<file path="src/logic/fst_pkg.sv">
// Shared constants for the floating-point spill trap unit.
package fst_pkg;
    localparam int WORD_W = 36;
    localparam int ADDR_W = 15;
    localparam int CODE_W = 4;
    // Storage word 0000 receives the trap record.
    localparam logic [14:0] TRAP_RECORD_ADDR = 15'h0000;
    // Next instruction after the record is fetched from octal 0010.
    localparam logic [14:0] TRAP_VECTOR_ADDR = 15'h0008;
    // Word positions counted from S (index 35) down to position 35 (index 0).
    localparam int ADDR_FIELD_LSB = 0;
    localparam int CODE_FIELD_LSB = 18;
    // Spill code bits inside the four-bit code, position 14 is the top bit.
    localparam int CODE_DIV = 3;
    localparam int CODE_OVF = 2;
    localparam int CODE_ACC = 1;
    localparam int CODE_MQ = 0;
    // Instruction hold register: sign is index 35, position 9 is index 26.
    localparam int HOLD_SIGN_IDX = 35;
    localparam int HOLD_BIT9_IDX = 26;
    localparam logic TRAP_MODE_RESET = 1'b1;
endpackage

</file>
<file path="src/logic/fst_spill_if.sv">
// Signals between the trap sequencer and the spill detector.
`timescale 1ns/1ns
`default_nettype none
interface fst_spill_if;
    logic fpOpActive;
    logic fpDivide;
    logic mqCharPhase;
    logic accFinal;
    logic adderP;
    logic adderQ;
    logic accP;
    logic accQ;
    logic clearFlags;
    logic spillSeen;
    logic [3:0] spillCode;
    modport seq (output fpOpActive, fpDivide, mqCharPhase, accFinal, adderP, adderQ, accP, accQ,
                 output clearFlags, input spillSeen, spillCode);
    modport det (input fpOpActive, fpDivide, mqCharPhase, accFinal, adderP, adderQ, accP, accQ,
                 input clearFlags, output spillSeen, spillCode);
endinterface
`default_nettype wire

</file>
<file path="src/logic/fst_spill_detect.sv">
// Characteristic spill detector that builds the sticky four-bit spill code.
`timescale 1ns/1ns
`default_nettype none
module fst_spill_detect (
    input wire logic core_clk, // Processor clock.
    input wire logic rst, // Asynchronous reset, active high.
    fst_spill_if.det sp // Detector side of the spill signals.
);
    logic [3:0] code;
    logic [3:0] next_code;
    logic mqHit;
    logic accHit;
    logic mqOvf;
    logic accOvf;

    // Overflow is P alone, underflow is P with Q; either is a spill.
    always_comb begin
        mqHit = sp.fpOpActive && sp.mqCharPhase && sp.adderP; // see RULE13
        accHit = sp.fpOpActive && sp.accFinal && sp.accP; // see RULE13
        mqOvf = mqHit && !sp.adderQ; // see RULE11
        accOvf = accHit && !sp.accQ; // see RULE11
        next_code = code;
        if (sp.clearFlags) begin
            next_code = '0;
        end
        // A new spill in the clearing cycle is kept, since the set wins.
        if (mqHit || accHit) begin
            next_code[fst_pkg::CODE_MQ] = (sp.clearFlags ? 1'b0 : code[fst_pkg::CODE_MQ]) | mqHit; // see RULE10
            next_code[fst_pkg::CODE_ACC] = (sp.clearFlags ? 1'b0 : code[fst_pkg::CODE_ACC]) | accHit; // see RULE9
            next_code[fst_pkg::CODE_OVF] = (sp.clearFlags ? 1'b0 : code[fst_pkg::CODE_OVF])
                                           | mqOvf | accOvf; // see RULE8 RULE12
            next_code[fst_pkg::CODE_DIV] = (sp.clearFlags ? 1'b0 : code[fst_pkg::CODE_DIV]) | sp.fpDivide; // see RULE7
        end
    end

    // Sticky code register.
    always_ff @(posedge core_clk or posedge rst) begin
        if (rst) begin
            code <= '0;
        end else begin
            code <= next_code;
        end
    end

    assign sp.spillCode = code;
    assign sp.spillSeen = code[fst_pkg::CODE_ACC] | code[fst_pkg::CODE_MQ];

    property p_ovfOnly;
        @(posedge core_clk) disable iff (rst)
        (accHit && sp.accQ && !mqHit && !sp.clearFlags && !code[fst_pkg::CODE_OVF])
        |=> !code[fst_pkg::CODE_OVF];
    endproperty
    a_ovfOnly: assert property (p_ovfOnly) else $error("Underflow marked as overflow."); // see RULE11

    logic spillSeenD;
    assign spillSeenD = sp.spillSeen;

    property p_mqBit;
        @(posedge core_clk) disable iff (rst)
        mqHit |=> code[fst_pkg::CODE_MQ] && spillSeenD;
    endproperty
    a_mqBit: assert property (p_mqBit) else $error("Register spill not recorded."); // see RULE10
endmodule
`default_nettype wire

</file>
<file path="src/logic/fst_trap_unit.sv">
// Floating-point spill trap sequencer with trap mode flag and store-trap cycle.
// Behaviour
// RULE1 - A spill while trap mode is on lets the instruction end, then traps to octal 0010.
// RULE2 - The trap stores the faulting instruction address plus one in the address field of word 0000.
// RULE3 - The spill code goes to the decrement field of word zero in the same store cycle.
// RULE4 - Reset turns trap mode on.
// RULE5 - The leave-float-trap instruction turns trap mode off.
// RULE6 - Reset or the enter-float-trap instruction turns trap mode back on.
// RULE7 - Code bit 14 marks a spill during a floating-point divide.
// RULE8 - Code bit 15 marks an overflow in either register.
// RULE9 - Code bit 16 marks a spill in the accumulator characteristic.
// RULE10 - Code bit 17 marks a spill in the multiplier-quotient characteristic.
// RULE11 - Overflow is a one in P alone, not P together with Q.
// RULE12 - Underflow is a one in both P and Q.
// RULE13 - Register spills are seen in the adders, accumulator spills once its characteristic is final.
// RULE14 - A spill sets the trap flip-flop, which suppresses the next instruction and loads a store-trap pseudo op.
// RULE15 - The pseudo op loads address 0000, enables both store controls and starts one execute cycle.
// RULE16 - That execute cycle drives the program counter and spill code onto the storage bus.
// RULE17 - With trap mode off a spill neither stores nor redirects.
`timescale 1ns/1ns
`default_nettype none
module fst_trap_unit (
    input wire logic core_clk, // Processor clock, 10 MHz.
    input wire logic rst, // Asynchronous reset, active high.
    input wire logic fpOpActive, // Floating-point instruction executing.
    input wire logic fpDivide, // The floating-point op is a divide.
    input wire logic mqCharPhase, // Register characteristic in the adders.
    input wire logic accFinal, // Accumulator characteristic is final.
    input wire logic adderP, // Adder position P.
    input wire logic adderQ, // Adder position Q.
    input wire logic accP, // Accumulator position P.
    input wire logic accQ, // Accumulator position Q.
    input wire logic instrEnd, // Current instruction ends this cycle.
    input wire logic leaveFloatTrapOp, // Leave-float-trap executes.
    input wire logic enterFloatTrapOp, // Enter-float-trap executes.
    input wire logic [14:0] pcValue, // Program counter, instruction plus one.
    input wire logic execDone, // Storage execute cycle finished.
    output logic trapMode, // Trap mode flag.
    output logic trapFlag, // Trap flip-flop.
    output logic suppressNext, // Block the following instruction.
    output logic loadInstrHold, // Load the instruction hold register.
    output logic [35:0] instrHoldValue, // Pseudo store-trap word.
    output logic addrRegLoad, // Load the address register.
    output logic [14:0] addrRegValue, // Address register value.
    output logic storeDecr, // Store decrement control.
    output logic storeAddr, // Store address control.
    output logic startExec, // Start one execute cycle.
    output logic storeBusValid, // Storage bus carries the record.
    output logic [35:0] storeBusData, // Record for word zero.
    output logic [3:0] spillCode // Latched spill code.
);
    typedef enum logic [2:0] {S_IDLE, S_PEND, S_LOAD, S_EXEC, S_REDIR} fst_state_t;

    fst_state_t state;
    fst_state_t next_state;
    logic next_trapMode;
    logic next_trapFlag;
    logic next_suppressNext;
    logic next_loadInstrHold;
    logic [35:0] next_instrHoldValue;
    logic next_addrRegLoad;
    logic [14:0] next_addrRegValue;
    logic next_storeDecr;
    logic next_storeAddr;
    logic next_startExec;
    logic next_storeBusValid;
    logic [35:0] next_storeBusData;
    logic next_clearFlags;
    logic clearFlags;

    fst_spill_if sp ();

    assign sp.fpOpActive = fpOpActive;
    assign sp.fpDivide = fpDivide;
    assign sp.mqCharPhase = mqCharPhase;
    assign sp.accFinal = accFinal;
    assign sp.adderP = adderP;
    assign sp.adderQ = adderQ;
    assign sp.accP = accP;
    assign sp.accQ = accQ;
    assign sp.clearFlags = clearFlags;

    // Spill detector and code builder.
    fst_spill_detect u_detect (
        .core_clk(core_clk),
        .rst(rst),
        .sp(sp)
    );

    // Trap mode flag: leave clears it, enter sets it, enter wins a tie.
    always_comb begin
        next_trapMode = trapMode;
        if (leaveFloatTrapOp) begin
            next_trapMode = 1'b0; // see RULE5
        end
        if (enterFloatTrapOp) begin
            next_trapMode = 1'b1; // see RULE6
        end
    end

    // Mode flag register, set by reset.
    always_ff @(posedge core_clk or posedge rst) begin
        if (rst) begin
            trapMode <= fst_pkg::TRAP_MODE_RESET; // see RULE4
        end else begin
            trapMode <= next_trapMode;
        end
    end

    // Trap sequence from detection through store cycle to redirection.
    always_comb begin
        next_state = state;
        next_trapFlag = trapFlag;
        next_suppressNext = 1'b0;
        next_loadInstrHold = 1'b0;
        next_instrHoldValue = instrHoldValue;
        next_addrRegLoad = 1'b0;
        next_addrRegValue = addrRegValue;
        next_storeDecr = storeDecr;
        next_storeAddr = storeAddr;
        next_startExec = 1'b0;
        next_storeBusValid = storeBusValid;
        next_storeBusData = storeBusData;
        next_clearFlags = 1'b0;
        case (state)
            S_IDLE: begin
                // The clear issued on the way out of a trap has not reached the code yet, so it is ignored.
                if (sp.spillSeen && trapMode && !clearFlags) begin
                    next_trapFlag = 1'b1; // see RULE14 RULE17
                    next_state = S_PEND;
                end else if (instrEnd) begin
                    next_clearFlags = 1'b1; // see RULE17
                end
            end
            S_PEND: begin
                // The faulting instruction runs to its end first.
                if (instrEnd) begin
                    next_state = S_LOAD; // see RULE1
                    next_suppressNext = 1'b1; // see RULE14
                    next_loadInstrHold = 1'b1;
                    next_instrHoldValue = '0;
                    next_instrHoldValue[fst_pkg::HOLD_SIGN_IDX] = 1'b1; // see RULE14
                    next_instrHoldValue[fst_pkg::HOLD_BIT9_IDX] = 1'b1;
                    next_addrRegLoad = 1'b1;
                    next_addrRegValue = fst_pkg::TRAP_RECORD_ADDR; // see RULE15
                    next_storeDecr = 1'b1;
                    next_storeAddr = 1'b1;
                end
            end
            S_LOAD: begin
                next_startExec = 1'b1; // see RULE15
                next_storeBusValid = 1'b1; // see RULE16
                next_storeBusData = '0;
                next_storeBusData[fst_pkg::ADDR_FIELD_LSB +: fst_pkg::ADDR_W] = pcValue; // see RULE2
                next_storeBusData[fst_pkg::CODE_FIELD_LSB +: fst_pkg::CODE_W] = sp.spillCode; // see RULE3
                next_state = S_EXEC;
            end
            S_EXEC: begin
                if (execDone) begin
                    next_storeBusValid = 1'b0;
                    next_storeDecr = 1'b0;
                    next_storeAddr = 1'b0;
                    next_addrRegLoad = 1'b1;
                    next_addrRegValue = fst_pkg::TRAP_VECTOR_ADDR; // see RULE1
                    next_state = S_REDIR;
                end
            end
            S_REDIR: begin
                next_trapFlag = 1'b0;
                next_clearFlags = 1'b1;
                next_state = S_IDLE;
            end
            default: begin
                next_state = S_IDLE;
            end
        endcase
    end

    // Sequencer registers.
    always_ff @(posedge core_clk or posedge rst) begin
        if (rst) begin
            state <= S_IDLE;
            trapFlag <= 1'b0;
            suppressNext <= 1'b0;
            loadInstrHold <= 1'b0;
            instrHoldValue <= '0;
            addrRegLoad <= 1'b0;
            addrRegValue <= '0;
            storeDecr <= 1'b0;
            storeAddr <= 1'b0;
            startExec <= 1'b0;
            storeBusValid <= 1'b0;
            storeBusData <= '0;
            clearFlags <= 1'b0;
            spillCode <= '0;
        end else begin
            state <= next_state;
            trapFlag <= next_trapFlag;
            suppressNext <= next_suppressNext;
            loadInstrHold <= next_loadInstrHold;
            instrHoldValue <= next_instrHoldValue;
            addrRegLoad <= next_addrRegLoad;
            addrRegValue <= next_addrRegValue;
            storeDecr <= next_storeDecr;
            storeAddr <= next_storeAddr;
            startExec <= next_startExec;
            storeBusValid <= next_storeBusValid;
            storeBusData <= next_storeBusData;
            clearFlags <= next_clearFlags;
            spillCode <= sp.spillCode;
        end
    end

    property p_modeLeave;
        @(posedge core_clk) disable iff (rst)
        (leaveFloatTrapOp && !enterFloatTrapOp) |=> !trapMode;
    endproperty
    a_modeLeave: assert property (p_modeLeave) else $error("Trap mode not left."); // see RULE5

    property p_modeEnter;
        @(posedge core_clk) disable iff (rst)
        enterFloatTrapOp |=> trapMode;
    endproperty
    a_modeEnter: assert property (p_modeEnter) else $error("Trap mode not entered."); // see RULE6

    property p_noTrapOff;
        @(posedge core_clk) disable iff (rst)
        (state == S_IDLE && !trapMode) |=> !trapFlag;
    endproperty
    a_noTrapOff: assert property (p_noTrapOff) else $error("Trap taken with mode off."); // see RULE17

    property p_pseudoOp;
        @(posedge core_clk) disable iff (rst)
        $rose(suppressNext) |-> loadInstrHold && instrHoldValue[fst_pkg::HOLD_SIGN_IDX]
            && instrHoldValue[fst_pkg::HOLD_BIT9_IDX] && trapFlag;
    endproperty
    a_pseudoOp: assert property (p_pseudoOp) else $error("Pseudo op malformed."); // see RULE14

    property p_storeSetup;
        @(posedge core_clk) disable iff (rst)
        $rose(suppressNext) |-> addrRegLoad && addrRegValue == fst_pkg::TRAP_RECORD_ADDR
            && storeDecr && storeAddr ##1 startExec ##1 !startExec;
    endproperty
    a_storeSetup: assert property (p_storeSetup) else $error("Store cycle setup wrong."); // see RULE15

    property p_record;
        @(posedge core_clk) disable iff (rst)
        startExec |-> storeBusValid
            && storeBusData[fst_pkg::ADDR_FIELD_LSB +: fst_pkg::ADDR_W] == $past(pcValue)
            && storeBusData[fst_pkg::CODE_FIELD_LSB +: fst_pkg::CODE_W] == spillCode;
    endproperty
    a_record: assert property (p_record) else $error("Record word wrong."); // see RULE2 RULE3 RULE16

    property p_redirect;
        @(posedge core_clk) disable iff (rst)
        (state == S_EXEC && execDone) |=> addrRegLoad && addrRegValue == fst_pkg::TRAP_VECTOR_ADDR;
    endproperty
    a_redirect: assert property (p_redirect) else $error("No redirect to vector."); // see RULE1

    property p_waitEnd;
        @(posedge core_clk) disable iff (rst)
        (state == S_PEND && !instrEnd) |=> !suppressNext;
    endproperty
    a_waitEnd: assert property (p_waitEnd) else $error("Trap before instruction end."); // see RULE1

    c_trapTaken: cover property (@(posedge core_clk) disable iff (rst) startExec);
    c_modeOffSpill: cover property (@(posedge core_clk) disable iff (rst) sp.spillSeen && !trapMode);
    c_divideSpill: cover property (@(posedge core_clk) disable iff (rst) startExec && spillCode[fst_pkg::CODE_DIV]);
endmodule
`default_nettype wire

</file>
<file path="config.mk">
export PLATFORM = sky130hd
export DESIGN_NAME = fst_trap_unit
export DESIGN_NICKNAME = d
export VERILOG_FILES = /design/src/logic/fst_pkg.sv /design/src/logic/fst_spill_if.sv /design/src/logic/fst_spill_detect.sv /design/src/logic/fst_trap_unit.sv
export SDC_FILE = /design/constraint.sdc
export NUM_CORES = 1
export LEC_CHECK = 0
export ABC_CLOCK_PERIOD_IN_PS = 4019
export BUFFER_PORTS_ARGS = -buffer_cell sky130_fd_sc_hd__buf_2
export CAP_MARGIN = 20
export CORE_ASPECT_RATIO = 0.5
export CORE_UTILIZATION = 40
export CTS_CLUSTER_SIZE = 10
export DETAILED_ROUTE_END_ITERATION = 10
export PLACE_DENSITY = 0.8
export SYNTH_ARGS = -nofsm -noshare
export SYNTH_HDL_FRONTEND = slang
export SYNTH_SLANG_ARGS = --single-unit
</file>
<file path="constraint.sdc">
create_clock -name core_clk -period 4.02 [get_ports core_clk]
set_input_delay 0.804 -clock core_clk [delete_from_list [all_inputs] [get_ports core_clk]]
set_output_delay 0.804 -clock core_clk [all_outputs]
set_load 0.02 [all_outputs]
</file>
==> flow_summary.ini, run 1 <==
[critical_path]
slowest_stage = sky130_fd_sc_hd__dfstp_2
path_max_fanout = 2
critical_path.n_buffers_inverters = 1
worst-setup-path-type = register to output pin
timing.critical_path.from_type = register
crit_family = flip-flops
timing.critical_path.arrival_ns = 1.00
timing.critical_path.slowest_cell_delay_ns = 0.55
crit_required_ns = 3.22
endpoint_kind = output pin
crit_path_cell_trace = buf_2

[timing]
clock_skew_ns = 0.0107
setup_viol_count_final = 0
maxSlewViolCount = 0
slew-limit-headroom_pct = 50.9
fin_worst_hold_slack_ns = 0.424
hold_viol = 0
post-route-min-period_ns = 1.80
tns_ns = 0
fin_ws_ns = 2.22
max_slew.worst_pin.slew_ns = 0.736
grt_setup_unrepaired = false
timing.fmax_mhz = 555
final.period_utilization_pct = 44.8

[detailed_routing]
detail-route-antenna-nets = 0
detailed_router_s_first_iteration_violation_count = 42
avgViaCountPerCell = 3.89
drc_errors = 0
routed_wl_um = 3290
vias = 1195
detailedRoute.firstPassIterationCount = 6
wl_per_cell_um = 10.7

[global_route]
globalRouteMet2Util_pct = 21.5
gr-usage-met3_pct = 2.36
globalRouteMet1Util_pct = 13.1
grtUsageTotal_pct = 11.5
global_route.overflow_total = 0
grt_first_pass_wirelength_um = 4760
vias_in_the_first_global_route = 1027
grt_start_max_net_pins = 22
antenna_violations_before_repair = 0
grt_most_used_layer = met2

[floorplan]
ios = 129
die_area_um2 = 5470
start_util_pct = 41.7
die_height_um = 52.8
num_rows = 18
fp.coreArea_um2 = 4950
horizontal_die_dimension_um = 104

[layout]
layout.core_utilization_pct = 46.8
final_cells = 307
area_delta_synth_final_pct = 12.2
insertedDiodeCount = 0
drive_gt1_share_pct = 40.9
fin_nets = 265

[clock_tree]
clock_insertion_delay_worst_skew_ns = 0.29
cts.hold.buffers_added = 0
cts-root-buf = sky130_fd_sc_hd__clkbuf_8
cts-root-to-sink-buffers = 2
cts_tree = yes
clkSlewWorstSetupHoldPaths_ns = 0.08
cts_num_sinks = 40
h-tree-depth = 2
cts_buffers = 5
postCtsResizedCells = 0
postCtsSetupBuffers = 0

[status]
status = complete, no violations

[place]
post-place-ws_ns = 2.22
dp.cells = 299
gp_routability_congestion = 0.698
hpwlAfterDp_um = 2550
portBuffers = 63

[yosys]
mappedNetlistArea_um2 = 2070
synth-seq-cells = 40
post_synth_num_cell_types = 28
seq_area_frac_synth_pct = 48.5
yosys_warnings = 0
synth_area_per_cell_um2 = 12.2
post_synth_inst_count = 170

[pwr]
worst_ir_drop_vdd_mv = 0.235
power_density_nw_per_um2 = 805
leakagePower_nw = 1.26

[run]
cap_viol_max_count = 0

[min_path]
min_delay_worst_type = register to register
## state kept, by name, indices dropped and copies added (netlist names)
name                   flops
storeBusData              19
addrRegValue               1
state                      3
loadInstrHold              1
instrHoldValue             1
trapMode                   1
trapFlag                   1
clearFlags                 1
addrRegLoad                1
startExec                  1
spillCode                  4
storeBusValid              1
storeAddr                  1
u_detect.sp.spillCode      4
## Yosys cell counts
library cell / number / area [um2]
sky130_fd_sc_hd__buf_4: 68 / 510
sky130_fd_sc_hd__o22ai_1: 1 / 6.26
sky130_fd_sc_hd__nand2b_2: 1 / 8.76
sky130_fd_sc_hd__a22o_1: 1 / 8.76
sky130_fd_sc_hd__a221oi_1: 1 / 8.76
sky130_fd_sc_hd__mux2_4: 18 / 270
sky130_fd_sc_hd__nand2_1: 4 / 15.0
sky130_fd_sc_hd__dfstp_2: 1 / 26.3
sky130_fd_sc_hd__o21a_1: 1 / 7.51
sky130_fd_sc_hd__dfrtp_1: 39 / 976
sky130_fd_sc_hd__conb_1: 1 / 3.75
sky130_fd_sc_hd__nor2_1: 4 / 15.0
sky130_fd_sc_hd__nor4b_2: 1 / 15.0
sky130_fd_sc_hd__o21ai_0: 3 / 15.0
sky130_fd_sc_hd__or3_1: 1 / 6.26
sky130_fd_sc_hd__a21o_1: 3 / 22.5
sky130_fd_sc_hd__a21oi_1: 1 / 5.00
sky130_fd_sc_hd__o21bai_1: 1 / 7.51
sky130_fd_sc_hd__nand3_1: 2 / 10.0
sky130_fd_sc_hd__a2bb2oi_1: 2 / 17.5
sky130_fd_sc_hd__o31a_1: 1 / 8.76
sky130_fd_sc_hd__buf_6: 2 / 22.5
sky130_fd_sc_hd__inv_2: 1 / 3.75
sky130_fd_sc_hd__nor3b_4: 1 / 18.8
sky130_fd_sc_hd__inv_1: 7 / 26.3
sky130_fd_sc_hd__or2_1: 2 / 12.5
sky130_fd_sc_hd__nand2b_1: 1 / 6.26
sky130_fd_sc_hd__mux2_2: 1 / 11.3
## cells in the final DEF, fill, tap and decap left out, types with 2 or more instances in the layout
cell	count
sky130_fd_sc_hd__or2_1	2
sky130_fd_sc_hd__dfrtp_1	39
sky130_fd_sc_hd__nand3_1	2
sky130_fd_sc_hd__buf_4	2
sky130_fd_sc_hd__a2bb2oi_1	2
sky130_fd_sc_hd__inv_1	7
sky130_fd_sc_hd__clkbuf_8	7
sky130_fd_sc_hd__nor2_1	4
sky130_fd_sc_hd__nand2_1	4
sky130_fd_sc_hd__conb_1	65
sky130_fd_sc_hd__a21o_1	3
sky130_fd_sc_hd__o21ai_0	3
sky130_fd_sc_hd__mux2_4	18
sky130_fd_sc_hd__buf_2	63
## layer usage
| layer | routed length [um] | vias to the layer above | part of all wire, % |
|---|---|---|---|
| li1 | - | 551 | - |
| met1 | 1290 | 583 | 39 |
| met2 | 1770 | 59 | 54 |
| met3 | 202 | 2 | 6.1 |
| met4 | 23 | 0 | 0.70 |
| met5 | 0 | - | 0 |
## cell type report
| class | instances | area (um2) |
|---|---|---|
| fill | 470 | 2640 |
| inverter | 8 | 30.0 |
| clock buffer | 7 | 96.3 |
| timing repair buffer | 65 | 330 |
| multi-input combinational | 116 | 741 |
| clock inverter | 1 | 30.0 |
| tap | 70 | 87.6 |
| sequential | 40 | 1000 |
## per-stage QoR
step / instance area (um2) / power, mW
CTS: 2320 / 1.88
global placement: 2190 / 1.49
floorplan: 2310 / 1.35
global route: 2320 / 1.97
finish: 2320 / 1.87
detailed placement: 2190 / 1.53
## final timing paths
check	from	end	slack [ns]	cells after the start
worst min-delay path	u_detect.sp.spillCode[3]$_DFFE_PP0P_	spillCode[3]$_DFF_PP0_	0.42	0
worst min register to register	u_detect.sp.spillCode[3]$_DFFE_PP0P_	spillCode[3]$_DFF_PP0_	0.42	0
worst max register to register	state[0]$_DFFE_PP0P_	storeBusData[21]$_DFFE_PP0P_	2.51	3
max in group asynchronous	rst	trapMode$_DFFE_PP1P_	2.60	3
min in group asynchronous	rst	storeBusData[6]$_DFFE_PP0P_	0.62	2
worst max-delay path	trapMode$_DFFE_PP1P_	trapMode	2.22	1
## report_power, final
| group | total, mW | leakage (nW) | switching, mW | internal (mW) |
|---|---|---|---|---|
| Sequential | 0.706 | 0.462 | 0.119 | 0.587 |
| Combinational | 0.807 | 0.731 | 0.449 | 0.359 |
| Clock | 0.352 | 0.0645 | 0.133 | 0.219 |
| Total | 1.87 | 1.26 | 0.701 | 1.16 |
## kinds of logic after synthesis
family                 count (synthesis)  synth area share [%]
buffers and inverters                 78                  27.3
muxes                                 19                  13.6
DFF                                   40                  48.5
and+or+nand+nor                       17                  5.21
AOI/OAI and AO/OA                     15                  5.21
other                                  1                 0.182
(Power assumes the default switching activity.)
==> run 2, diff against run 1 <==
--- a/config.mk
+++ b/config.mk
@@ -5,7 +5,7 @@
 export SDC_FILE = /design/constraint.sdc
 export NUM_CORES = 1
 export LEC_CHECK = 0
-export ABC_CLOCK_PERIOD_IN_PS = 4019
+export ABC_CLOCK_PERIOD_IN_PS = 1790
 export BUFFER_PORTS_ARGS = -buffer_cell sky130_fd_sc_hd__buf_2
 export CAP_MARGIN = 20
 export CORE_ASPECT_RATIO = 0.5
==> constraint.sdc (replaced) <==
create_clock -name core_clk -period 1.79 [get_ports core_clk]
set_input_delay 0.358 -clock core_clk [delete_from_list [all_inputs] [get_ports core_clk]]
set_output_delay 0.358 -clock core_clk [all_outputs]
set_load 0.02 [all_outputs]
==> run 2 against run 1 <==
Clock power up 70%; sequential power up 120%; critical path type is now register to register; die area unchanged; non-clock buffer count increased by 1; critical endpoint is now storeBusData[21]$_DFFE_PP0P_; final cell count grew 0.33%; critical path depth is 2 higher; worst setup slack lost 1.8 ns; final area is 0.70% lower.
==> flow_summary.ini, run 2 (synthesis gave the netlist of run 1 again) <==
[global_route]
grt_start_max_net_pins = 22
antenna_violations_before_repair = 0
vias_in_the_first_global_route = 1063
grtUsageTotal_pct = 11.2
global_route.overflow_total = 0
grt_first_pass_wirelength_um = 4740

[floorplan]
fp.coreArea_um2 = 4950
num_rows = 18
start_util_pct = 41.7
ios = 129
horizontal_die_dimension_um = 104
die_height_um = 52.8
die_area_um2 = 5470

[timing]
setup_viol_count_final = 0
fin_worst_hold_slack_ns = 0.109
fin_ws_ns = 0.386
final.period_utilization_pct = 78.4
grt_setup_unrepaired = false
tns_ns = 0
timing.fmax_mhz = 712
hold_viol = 0
maxSlewViolCount = 0
post-route-min-period_ns = 1.40
clock_skew_ns = 0.00599

[clock_tree]
cts_num_sinks = 40
cts-root-to-sink-buffers = 2
postCtsSetupBuffers = 0
cts.hold.buffers_added = 0
clkSlewWorstSetupHoldPaths_ns = 0.08
postCtsResizedCells = 0
cts_buffers = 5
h-tree-depth = 2
cts-root-buf = sky130_fd_sc_hd__clkbuf_8
cts_tree = yes
clock_insertion_delay_worst_skew_ns = 0.28

[critical_path]
crit_path_cell_trace = nor3b_4, buf_12, mux2_2
timing.critical_path.from_type = register
worst-setup-path-type = register to register
timing.critical_path.arrival_ns = 1.57
slowest_stage = sky130_fd_sc_hd__dfrtp_1
path_max_fanout = 21
crit_required_ns = 1.96
endpoint_kind = register
timing.critical_path.slowest_cell_delay_ns = 0.46

[layout]
regMostFlops = storeBusData
area_delta_synth_final_pct = 11.4
number_of_flip_flops_in_the_largest_register = 19
insertedDiodeCount = 0
mostFrequentLayoutCells = sky130_fd_sc_hd__conb_1 (65), sky130_fd_sc_hd__buf_2 (63), sky130_fd_sc_hd__dfrtp_1 (39)
final_cells = 308
layout.core_utilization_pct = 46.4
reg.largest.list = storeBusData: 19 flops, spillCode: 4 flops, u_detect.sp.spillCode: 4 flops
final_area_um2 = 2300
fin_nets = 266
drive_gt1_share_pct = 40.3
layout.cells.most_common = sky130_fd_sc_hd__conb_1

[pwr]
leakagePower_nw = 1.25
p_total_mw = 4.01
power_density_nw_per_um2 = 1740
worst_ir_drop_vdd_mv = 0.577

[place]
post_dp_cell_area_um2 = 2210
portBuffers = 63
post-place-ws_ns = 0.390
hpwlAfterDp_um = 2470
gp_routability_congestion = 0.745
dp.cells = 300

[min_path]
min_delay_worst_type = primary input to asynchronous set/reset pin

[detailed_routing]
vias = 1191
m1WireLength_um = 1240
route.top_layer_used = met4
detailed_router_s_first_iteration_violation_count = 52
avgViaCountPerCell = 3.87
wl_met2_um = 1720
detailedRoute.firstPassIterationCount = 4
wl_per_cell_um = 10.4
met3_length_um = 229
drc_errors = 0
detail-route-antenna-nets = 0
routed_wl_um = 3200

[status]
status = complete, no violations

[run]
cap_viol_max_count = 0
[run 2: changes by cell type in the layout (fill, tap and decap cells not counted)]
cell and change:
sky130_fd_sc_hd__clkbuf_1 +2, sky130_fd_sc_hd__buf_12 +1, sky130_fd_sc_hd__clkbuf_8 -1, sky130_fd_sc_hd__bufinv_16 -1
[run 2: layer usage]
metal | global-route usage, % | up-vias
met2 | 21.9 | 64
met3 | 2.98 | 2
met5 | 0 | -
met4 | 3.62 | 0
met1 | 12.2 | 574
li1 | - | 551
[run 2: power by group]
part / leakage, nW / switching (mW) / internal (mW) / total, mW
Combinational: 0.739 / 1.01 / 0.828 / 1.84
Sequential: 0.462 / 0.253 / 1.32 / 1.57
Clock: 0.0455 / 0.286 / 0.314 / 0.600
Total: 1.25 / 1.55 / 2.46 / 4.01
[run 2: worst paths after layout]
path	start	endpoint	slack [ns]	cells past startpoint
setup / recovery	state[0]$_DFFE_PP0P_	storeBusData[21]$_DFFE_PP0P_	0.39	3
hold / removal	rst	storeBusData[6]$_DFFE_PP0P_	0.11	3
setup reg to reg	state[0]$_DFFE_PP0P_	storeBusData[21]$_DFFE_PP0P_	0.39	3
hold reg to reg	u_detect.sp.spillCode[3]$_DFFE_PP0P_	spillCode[3]$_DFF_PP0_	0.41	0
max in group asynchronous	rst	trapMode$_DFFE_PP1P_	1.40	3
min in group core_clk	leaveFloatTrapOp	trapMode$_DFFE_PP1P_	0.21	2
[run 2: worst max-delay path: cells and delay by family (launching register included)]
| family | cells | cell delay [ns] |
|---|---|---|
| buf+inv | 1 | 0.22 |
| mux | 1 | 0.35 |
| simple gates | 1 | 0.25 |
| flops | 1 | 0.46 |
[run 2: final cells by class]
cell class,count,area (um2)
Inverter,8,30.0
Tap cell,70,87.6
Timing Repair Buffer,66,350
Sequential cell,40,1000
Multi-Input combinational cell,116,741
Clock buffer,8,90.1
Fill cell,449,2650
